File: src/design/README_unused_placeholder_removed.sv
// intentionally empty compilation unit for tool file lists
`timescale 1ns/1ps
`default_nettype none
`default_nettype wire

File: src/design/cfg_bank_pkg.sv
// constants, types and register layout for the configuration register bank
package cfg_bank_pkg;

  // host port addresses
  localparam logic [9:0] INDEX_PORT_ADDR = 10'h3F0;
  localparam logic [9:0] DATA_PORT_ADDR  = 10'h3F1;
  localparam int         ADDR_W          = 10;
  localparam int         DATA_W          = 8;

  // key values written to the index port
  localparam logic [7:0] UNLOCK_KEY_BASE  = 8'h55;
  localparam logic [7:0] UNLOCK_KEY_ALT   = 8'h44;
  localparam logic [7:0] EXIT_KEY         = 8'hAA;

  // configuration register space
  localparam int         CFG_REG_COUNT   = 16;
  localparam int         CFG_IDX_W       = 4;
  localparam logic [7:0] CFG_IDX_LIMIT   = 8'h0F;

  // register indices
  localparam logic [3:0] IDX_CTRL        = 4'h0;
  localparam logic [3:0] IDX_PORT        = 4'h1;
  localparam logic [3:0] IDX_SERIAL      = 4'h2;
  localparam logic [3:0] IDX_DRIVE       = 4'h3;
  localparam logic [3:0] IDX_DRIVE_TYPES = 4'h6;
  localparam logic [3:0] IDX_IDENT       = 4'hD;
  localparam logic [3:0] IDX_FIXED       = 4'hE;

  // power-up defaults
  localparam logic [7:0] CTRL_RESET_BASE = 8'h3B;
  localparam logic [7:0] CTRL_RESET_ALT  = 8'h2B;
  localparam logic [7:0] PORT_RESET      = 8'h9F;
  localparam logic [7:0] SERIAL_RESET    = 8'hDC;
  localparam logic [7:0] DRIVE_RESET     = 8'h78;
  localparam logic [7:0] DRIVE_TYP_RESET = 8'hFF;
  localparam logic [7:0] FIXED_VALUE     = 8'h01;
  localparam logic [7:0] ZERO_BYTE       = 8'h00;

  // writable bit masks
  localparam logic [7:0] CTRL_WMASK      = 8'hFB;
  localparam logic [7:0] DRIVE_WMASK     = 8'hFE;
  localparam logic [7:0] FULL_WMASK      = 8'hFF;

  // control register zero field positions
  localparam int         CTRL_DISK_EN_BIT    = 0;
  localparam int         CTRL_DISK_STYLE_BIT = 1;
  localparam int         CTRL_FLOPPY_PWR_BIT = 3;
  localparam int         CTRL_FLOPPY_EN_BIT  = 4;
  localparam int         CTRL_OSC_LSB        = 5;
  localparam int         CTRL_OSC_MSB        = 6;

  // oscillator field encodings
  localparam logic [1:0] OSC_ALWAYS_ON   = 2'h0;
  localparam logic [1:0] OSC_ALL_OFF     = 2'h3;

  typedef enum {
    ST_LOCKED,
    ST_KEY_SEEN,
    ST_CONFIG
  } cfg_mode_t;

  typedef struct packed {
    logic              wr_n;
    logic              rd_n;
    logic              power_good_input;
    logic              sys_reset;
    logic [ADDR_W-1:0] addr;
    logic [DATA_W-1:0] data;
  } host_pins_t;

  localparam int         HOST_PINS_W     = 4 + ADDR_W + DATA_W;
  localparam logic [HOST_PINS_W-1:0] HOST_PINS_IDLE = {2'h3, 2'h0, 18'h00000};

  typedef struct packed {
    logic osc_enable;
    logic baud_clock_generator;
    logic floppy_enable;
    logic floppy_power_control;
    logic disk_interface_style;
    logic disk_interface_enable;
  } ctrl_out_t;

endpackage : cfg_bank_pkg

File: src/design/pin_sync.sv
// two-stage synchroniser for a group of pin inputs
`timescale 1ns/1ps
`default_nettype none
module pin_sync #(
  parameter int             W       = 1,
  parameter logic [W-1:0]   RST_VAL = '0
) (
  input  wire logic         mclk,
  input  wire logic         arst_n,
  input  wire logic [W-1:0] d,
  output var  logic [W-1:0] q
);

  logic [W-1:0] meta_r;

  // first stage is read by the second stage only
  always_ff @(posedge mclk or negedge arst_n) begin
    if (!arst_n) begin
      meta_r <= RST_VAL;
      q      <= RST_VAL;
    end else begin
      meta_r <= d;
      q      <= meta_r;
    end
  end

endmodule : pin_sync
`default_nettype wire

File: src/design/config_register_bank.sv
// index/data configuration register bank with key-unlocked configuration mode
// Function
// two consecutive unlock key writes to index port enter configuration mode
// any other write between the two key writes restarts key detection
// exit key written to index port leaves configuration mode
// index port writes in configuration mode load the select register
// select register ignores writes outside configuration mode
// select register must be written first; it steers data port accesses
// data port reads and writes reach the selected configuration register
// one select register plus sixteen configuration registers zero to fifteen
// power-up loads defaults; system reset leaves configuration registers untouched
// control register zero reached only at index zero; default depends on variant
// control bit 0 enables disk interface decode, default on
// control bit 1 picks at-style disk decode when set, default at
// control bit 2 reserved, written zero, has no function
// control bit 3 keeps floppy controller powered when set, default on
// control bit 4 enables floppy controller when set
// oscillator field: 00 on, 01/10 follow power good, 11 off
// control bit 7 software valid flag, cleared at power-up
// outside configuration mode ports are left to normal decoders, no changes
// power-on reset clears mode and select and loads all defaults
`timescale 1ns/1ps
`default_nettype none
module config_register_bank
  import cfg_bank_pkg::*;
#(
  parameter int         VARIANT    = 0,
  parameter logic [7:0] IDENT_CODE = 8'h5A  // arbitrary identification value
) (
  input  wire logic              mclk,
  input  wire logic              arst_n,
  input  wire logic              io_wr_n,
  input  wire logic              io_rd_n,
  input  wire logic [ADDR_W-1:0] io_addr,
  input  wire logic [DATA_W-1:0] io_data_in,
  input  wire logic              sys_reset,
  input  wire logic              power_good_input,
  output var  logic [DATA_W-1:0] io_data_out,
  output var  logic              io_data_oe,
  output logic                   port_claim,
  output logic                   config_active,
  output var  ctrl_out_t         ctrl
);

  if (VARIANT < 0 || VARIANT > 1) begin : g_bad_variant
    $error("VARIANT must be 0 or 1");
  end

  localparam logic [7:0] UNLOCK_KEY = (VARIANT == 1) ? UNLOCK_KEY_ALT : UNLOCK_KEY_BASE;
  // variant picks the default; the valid flag starts clear in both
  localparam logic [7:0] CTRL_RESET = (VARIANT == 1) ? CTRL_RESET_ALT : CTRL_RESET_BASE;

  // power-up default of each configuration register
  function automatic logic [7:0] default_of(input logic [3:0] idx);
    logic [7:0] v;
    v = ZERO_BYTE;
    if (idx == IDX_CTRL) begin
      v = CTRL_RESET;
    end else if (idx == IDX_PORT) begin
      v = PORT_RESET;
    end else if (idx == IDX_SERIAL) begin
      v = SERIAL_RESET;
    end else if (idx == IDX_DRIVE) begin
      v = DRIVE_RESET;
    end else if (idx == IDX_DRIVE_TYPES) begin
      v = DRIVE_TYP_RESET;
    end else if (idx == IDX_IDENT) begin
      v = IDENT_CODE;
    end else if (idx == IDX_FIXED) begin
      v = FIXED_VALUE;
    end
    return v;
  endfunction : default_of

  // bits that software may change; read-only and reserved registers take none
  function automatic logic [7:0] wmask_of(input logic [3:0] idx);
    logic [7:0] m;
    m = FULL_WMASK;
    if (idx == IDX_CTRL) begin
      m = CTRL_WMASK;
    end else if (idx == IDX_DRIVE) begin
      m = DRIVE_WMASK;
    end else if (idx >= 4'hA) begin
      m = ZERO_BYTE;
    end
    return m;
  endfunction : wmask_of

  // ---- pin capture ----
  host_pins_t pins_raw;
  host_pins_t pins;
  logic       wr_n_d_r;
  logic       rd_n_d_r;

  assign pins_raw = '{wr_n: io_wr_n, rd_n: io_rd_n, power_good_input: power_good_input,
                      sys_reset: sys_reset, addr: io_addr, data: io_data_in};

  // address and data are quasi-static around the strobes, so one sampling of the group is safe
  pin_sync #(
    .W       (HOST_PINS_W),
    .RST_VAL (HOST_PINS_IDLE)
  ) u_pin_sync (
    .mclk   (mclk),
    .arst_n (arst_n),
    .d      (pins_raw),
    .q      (pins)
  );

  always_ff @(posedge mclk or negedge arst_n) begin
    if (!arst_n) begin
      wr_n_d_r <= 1'b1;
      rd_n_d_r <= 1'b1;
    end else begin
      wr_n_d_r <= pins.wr_n;
      rd_n_d_r <= pins.rd_n;
    end
  end

  // a write is taken at the trailing edge of the strobe, when data is settled
  logic wr_evt;
  logic rd_active;
  logic wr_index;
  logic wr_data;
  assign wr_evt    = pins.wr_n && !wr_n_d_r;
  assign rd_active = !pins.rd_n && !rd_n_d_r;
  assign wr_index  = wr_evt && (pins.addr == INDEX_PORT_ADDR);
  assign wr_data   = wr_evt && (pins.addr == DATA_PORT_ADDR);

  // ---- mode state machine ----
  cfg_mode_t mode_r;
  cfg_mode_t mode_nxt;

  always_comb begin
    mode_nxt = mode_r;
    case (mode_r)
      ST_LOCKED: begin
        // first key write
        if (wr_index && pins.data == UNLOCK_KEY) begin
          mode_nxt = ST_KEY_SEEN;
        end
      end
      ST_KEY_SEEN: begin
        // second key completes unlock
        if (wr_index && pins.data == UNLOCK_KEY) begin
          mode_nxt = ST_CONFIG;
        // any other write restarts detection
        end else if (wr_evt || pins.sys_reset) begin
          mode_nxt = ST_LOCKED;
        end
      end
      ST_CONFIG: begin
        // exit key
        if (wr_index && pins.data == EXIT_KEY) begin
          mode_nxt = ST_LOCKED;
        end
      end
      default: mode_nxt = ST_LOCKED;
    endcase
  end

  // power-on reset returns to locked mode
  always_ff @(posedge mclk or negedge arst_n) begin
    if (!arst_n) begin
      mode_r <= ST_LOCKED;
    end else begin
      mode_r <= mode_nxt;
    end
  end

  assign config_active = (mode_r == ST_CONFIG);

  // ---- select register ----
  logic [7:0] sel_r;
  logic       sel_valid_r;
  logic       sel_in_range;
  logic [3:0] sel_idx;
  logic       access_ok;
  assign sel_in_range = (sel_r <= CFG_IDX_LIMIT);
  assign sel_idx      = sel_r[CFG_IDX_W-1:0];
  // data port reaches a register only after the select register was written
  assign access_ok    = config_active && sel_valid_r && sel_in_range;

  always_ff @(posedge mclk or negedge arst_n) begin
    if (!arst_n) begin
      sel_r       <= ZERO_BYTE;
      sel_valid_r <= 1'b0;
    end else begin
      if (mode_r != ST_CONFIG && mode_nxt == ST_CONFIG) begin
        sel_valid_r <= 1'b0;
      // load only while configuration mode is active
      end else if (config_active && wr_index && pins.data != EXIT_KEY) begin
        sel_r       <= pins.data;
        sel_valid_r <= 1'b1;
      end
    end
  end

  // ---- configuration registers ----
  // sixteen registers addressed by the select index
  logic [7:0] cfg_r [CFG_REG_COUNT];

  // only power-on reset loads defaults; system reset is not wired here
  always_ff @(posedge mclk or negedge arst_n) begin
    if (!arst_n) begin
      for (int i = 0; i < CFG_REG_COUNT; i++) begin
        cfg_r[i] <= default_of(4'(i));
      end
    // writes land only in configuration mode
    end else if (wr_data && access_ok) begin
      // masked bits keep their value and read as stored
      cfg_r[sel_idx] <= (cfg_r[sel_idx] & ~wmask_of(sel_idx)) | (pins.data & wmask_of(sel_idx));
    end
  end

  // ---- host read path ----
  // selected register driven onto the data bus during a read
  // port_claim low leaves the ports to the normal function decoders
  assign port_claim = config_active &&
                      (pins.addr == INDEX_PORT_ADDR || pins.addr == DATA_PORT_ADDR);

  always_ff @(posedge mclk or negedge arst_n) begin
    if (!arst_n) begin
      io_data_out <= ZERO_BYTE;
      io_data_oe  <= 1'b0;
    end else begin
      io_data_oe  <= rd_active && access_ok && (pins.addr == DATA_PORT_ADDR);
      io_data_out <= cfg_r[sel_idx];
    end
  end

  // ---- control register zero decode ----
  logic [7:0] ctrl_reg;
  logic [1:0] osc_mode;
  logic       osc_on;
  assign ctrl_reg = cfg_r[IDX_CTRL];
  assign osc_mode = ctrl_reg[CTRL_OSC_MSB:CTRL_OSC_LSB];

  // middle codes follow the synchronised power good level
  always_comb begin
    if (osc_mode == OSC_ALWAYS_ON) begin
      osc_on = 1'b1;
    end else if (osc_mode == OSC_ALL_OFF) begin
      osc_on = 1'b0;
    end else begin
      osc_on = pins.power_good_input;
    end
  end

  // registered so the control outputs never glitch on a data port write
  always_ff @(posedge mclk or negedge arst_n) begin
    if (!arst_n) begin
      ctrl <= '0;
    end else begin
      // disk interface enable
      ctrl.disk_interface_enable <= ctrl_reg[CTRL_DISK_EN_BIT];
      // at or xt style
      ctrl.disk_interface_style  <= ctrl_reg[CTRL_DISK_STYLE_BIT];
      // floppy power
      ctrl.floppy_power_control  <= ctrl_reg[CTRL_FLOPPY_PWR_BIT];
      // floppy enable
      ctrl.floppy_enable         <= ctrl_reg[CTRL_FLOPPY_EN_BIT];
      // oscillator and baud clock share one gate
      ctrl.osc_enable            <= osc_on;
      ctrl.baud_clock_generator  <= osc_on;
    end
  end
endmodule : config_register_bank
`default_nettype wire

File: config.mk
export PLATFORM = sky130hd
export DESIGN_NAME = config_register_bank
export DESIGN_NICKNAME = d
export VERILOG_FILES = /design/src/design/README_unused_placeholder_removed.sv /design/src/design/cfg_bank_pkg.sv /design/src/design/pin_sync.sv /design/src/design/config_register_bank.sv
export SDC_FILE = /design/constraint.sdc
export NUM_CORES = 1
export LEC_CHECK = 0
export ABC_AREA = 1
export BUFFER_PORTS_ARGS = -buffer_cell sky130_fd_sc_hd__buf_2
export CORE_MARGIN = 2
export CORE_UTILIZATION = 58
export DETAILED_ROUTE_END_ITERATION = 12
export PLACE_DENSITY = 0.76
export SYNTH_ARGS = -nofsm -noshare
export SYNTH_HDL_FRONTEND = slang
export SYNTH_HIERARCHICAL = 1
export SYNTH_SLANG_ARGS = --single-unit
File: constraint.sdc
create_clock -name mclk -period 2.6 [get_ports mclk]
set_input_delay 0.13 -clock mclk [delete_from_list [all_inputs] [get_ports mclk]]
set_output_delay 0.13 -clock mclk [all_outputs]
set_load 0.1 [all_outputs]
==> run metrics <==
setup tns final 0 ns; Clk network pwr share 48.1%; largest registers cfg_r: 120 flops, mode_r: 32 flops; Sw Ratio 21.3%; minimum clock period 2.37 ns; max-cap violation count 0; setup violators final 0; max layer used met4; Final Cycle Share 91.1%; crit path DAT 2.24 ns; Port Buffers 40; CTS tree done; average wire per standard cell 14.6 um; Seq pwr share 49.3%; sequential area share after synthesis 59.7%; PwrDens 647 mW/mm^2; Seq cells post-synth 229; Psw 1.58 mW; initial antenna violation count 0; core area 0.0165 mm^2; number of flip-flops under the largest register name 120; startpoint types register; Starting Density 58.8%; Setup crit end kind primary output; Comb power frac 2.6%; CTS H-tree lvls 1; P_int 5.83 mW; Worst-Skew Late Latency 0.51 ns; cts bufs inserted 24; area of the mapped netlist 0.00969 mm^2; I/O Pins 41; fin. max-slew vios 0; M1 WL 9.27 mm; final total power 7.41 mW; first-pass GRT wire length 35.6 mm; global route total overflow 0; antenna viol nets, final 0; clk slew on worst S/H paths 0.06 ns; clk sinks 229; fillcell total 1244; pin count of the biggest net entering global routing 89; Avg Vias per Cell 5.00; Hold WC Path Type in -> async; Max Clock Freq 422 MHz; area of the multi-input gates 0.00331 mm^2; HPWL Detailed 13.3 mm; die span in y 133 um; unrepaired setup endpoints after global routing false; Sequential Area 0.00578 mm^2; status finished clean; maximum VDD drop 0.000817 V; area grow syn2layout 18.2%; post-synth cell types 25; final wirelength 21.3 mm; Fin Clk Skew 0.0156 ns; via count 7321; RD Place Congestion 0.882; Hold Vio Cnt, Final 0; Worst Path Required 2.47 ns; max_slew headroom 52.1%; critical path class reg -> out; actual slew at the worst max-slew pin 0.716 ns; Largest Register cfg_r; syn_area_per_cell 8.45 um^2; layout cells sized above 1 15.0%; worst-case clock buffer depth 3; Worst Path Max Fanout 5; Leakage 5.93 nW; all-layer global routing usage 24.9%; WL met2 10.0 mm; Ys Warns 6; drt drc 0; nets 1249; routed wl met3 1.40 mm; Antenna Cells 0; CTS root buf clkbuf_16; Die W 133 um; vias in the first global route 7281; DIE AREA 0.0177 mm^2; Syn Inst Count 1146; drt first-iter violations 591; Cell Rows 47; Pre-Repair DR Iteration Count 6
final cells by class:
type	instances	area share, %
clock buffers	28	5.74
clock inverters	16	1.68
inverters	100	3.28
multi-input cells	761	28.9
flip-flops and latches	229	50.5
well taps	220	2.40
repair buffers	109	7.54
final timing paths:
| check | slack (ns) | start | cells after the start | end |
|---|---|---|---|---|
| worst min register to register | 0.34 | u_pin_sync/meta_r[17] | 0 | u_pin_sync/q[17] |
| min in group mclk | 0.26 | io_addr[7] | 2 | u_pin_sync/meta_r[15] |
| worst max register to register | 0.49 | u_pin_sync/q[14] | 10 | cfg_r[92] |
| max in group asynchronous | 1.61 | arst_n | 3 | u_pin_sync/q[21] |
| worst max-delay path | 0.23 | mode_r[16] | 9 | port_claim |
| worst min-delay path | 0.22 | arst_n | 2 | cfg_r[90] |
routing by layer:
layer | vias up | track usage, %
met5 | - | 0
met4 | 0 | 8.22
met3 | 55 | 3.92
met2 | 253 | 40.3
met1 | 3411 | 34.9
li1 | 3602 | -
power groups by stage:
stage          clock network, mW  registers [mW]  logic (mW)
2_1_floorplan                  0            3.71      0.0347
3_3_place_gp                   0            3.71       0.163
3_5_place_dp                   0            3.72       0.164
4_1_cts                     3.62            3.65       0.192
5_1_grt                     3.77            3.66       0.217
6_report                    3.57            3.65       0.191
synth_stat cells:
cell type / n / area [um^2]
nand2_1: 521 / 1960
dfrtp_1: 190 / 4750
inv_1: 91 / 342
o21bai_1: 78 / 586
clkbuf_1: 58 / 218
nor2_1: 55 / 206
dfstp_2: 39 / 1020
buf_2: 25 / 125
o21ai_1: 17 / 85.1
nand4_1: 13 / 81.3
o21ai_0: 10 / 50.1
a21oi_1: 8 / 40.0
inv_2: 8 / 30.0
nand3_1: 8 / 40.0
nor3_1: 8 / 40.0
nor2_2: 7 / 43.8
nor4_1: 2 / 12.5
and2_1: 1 / 6.26
and3_1: 1 / 6.26
buf_1: 1 / 3.75
buf_4: 1 / 7.51
clkinv_1: 1 / 3.75
conb_1: 1 / 3.75
nand3b_1: 1 / 7.51
nand4_2: 1 / 12.5
cell usage in the layout (no fill, tap or decap), types with 2 or more instances in the layout:
cell type      netlist  routed
nand2_1            521     521
dfrtp_1            190     189
inv_1               91      91
o21bai_1            78      78
nor2_1              55      55
buf_4                1      40
dfstp_2             39      39
buf_2               25      38
conb_1               1      30
clkbuf_16            0      25
dlygate4sd3_1        0      23
o21ai_1             17      17
nand4_1             13      13
o21ai_0             10      10
inv_2                8       8
nand3_1              8       8
a21oi_1              8       8
clkinv_4             0       8
nor3_1               8       7
nor2_2               7       7
buf_12               0       6
bufinv_16            0       3
clkinvlp_4           0       3
nor4_1               2       2
clkbuf_8             0       2
clkinv_2             0       2
metrics by stage:
stage	std cells	util, %	hold slack, ns	setup WS, ns	area [um^2]
floorplan	1175	-	-0.166	0.197	9810
global placement	1396	63.0	0.171	0.655	10400
detailed placement	1396	63.0	0.170	0.591	10400
CTS	1463	69.5	0.233	0.134	11400
global route	1463	69.5	0.249	0.0631	11500
finish	1463	69.5	0.221	0.231	11500
logic make-up (layout without fill, tap and decap cells):
family	Yosys count	count (layout)	synth area share, %
other	1	30	0.0387
buffers and inverters	185	253	7.53
AO/OA/AOI/OAI	113	113	7.85
AND/OR/NAND/NOR	618	618	24.9
flip-flops	229	229	59.7
worst max-delay path, cell delays in order, from the launching register on:
cell and delay [ns]:
dfrtp_1 0.37, nor2_1 0.12, nand2_1 0.07, nor2_1 0.10, nand2_1 0.14, inv_2 0.12
nand2_1 0.09, nor3_4 0.20, and2_2 0.20, clkbuf_4 0.32
repair_timing:
action | in CTS | in global routing
buffers inserted | 0 | 0
gates resized for setup | 0 | 1
endpoints found under the hold margin | 92 | 0
hold buffers | 23 | 0
endpoints found under the setup margin | 0 | 1
Power figures use the tool's default switching activity.
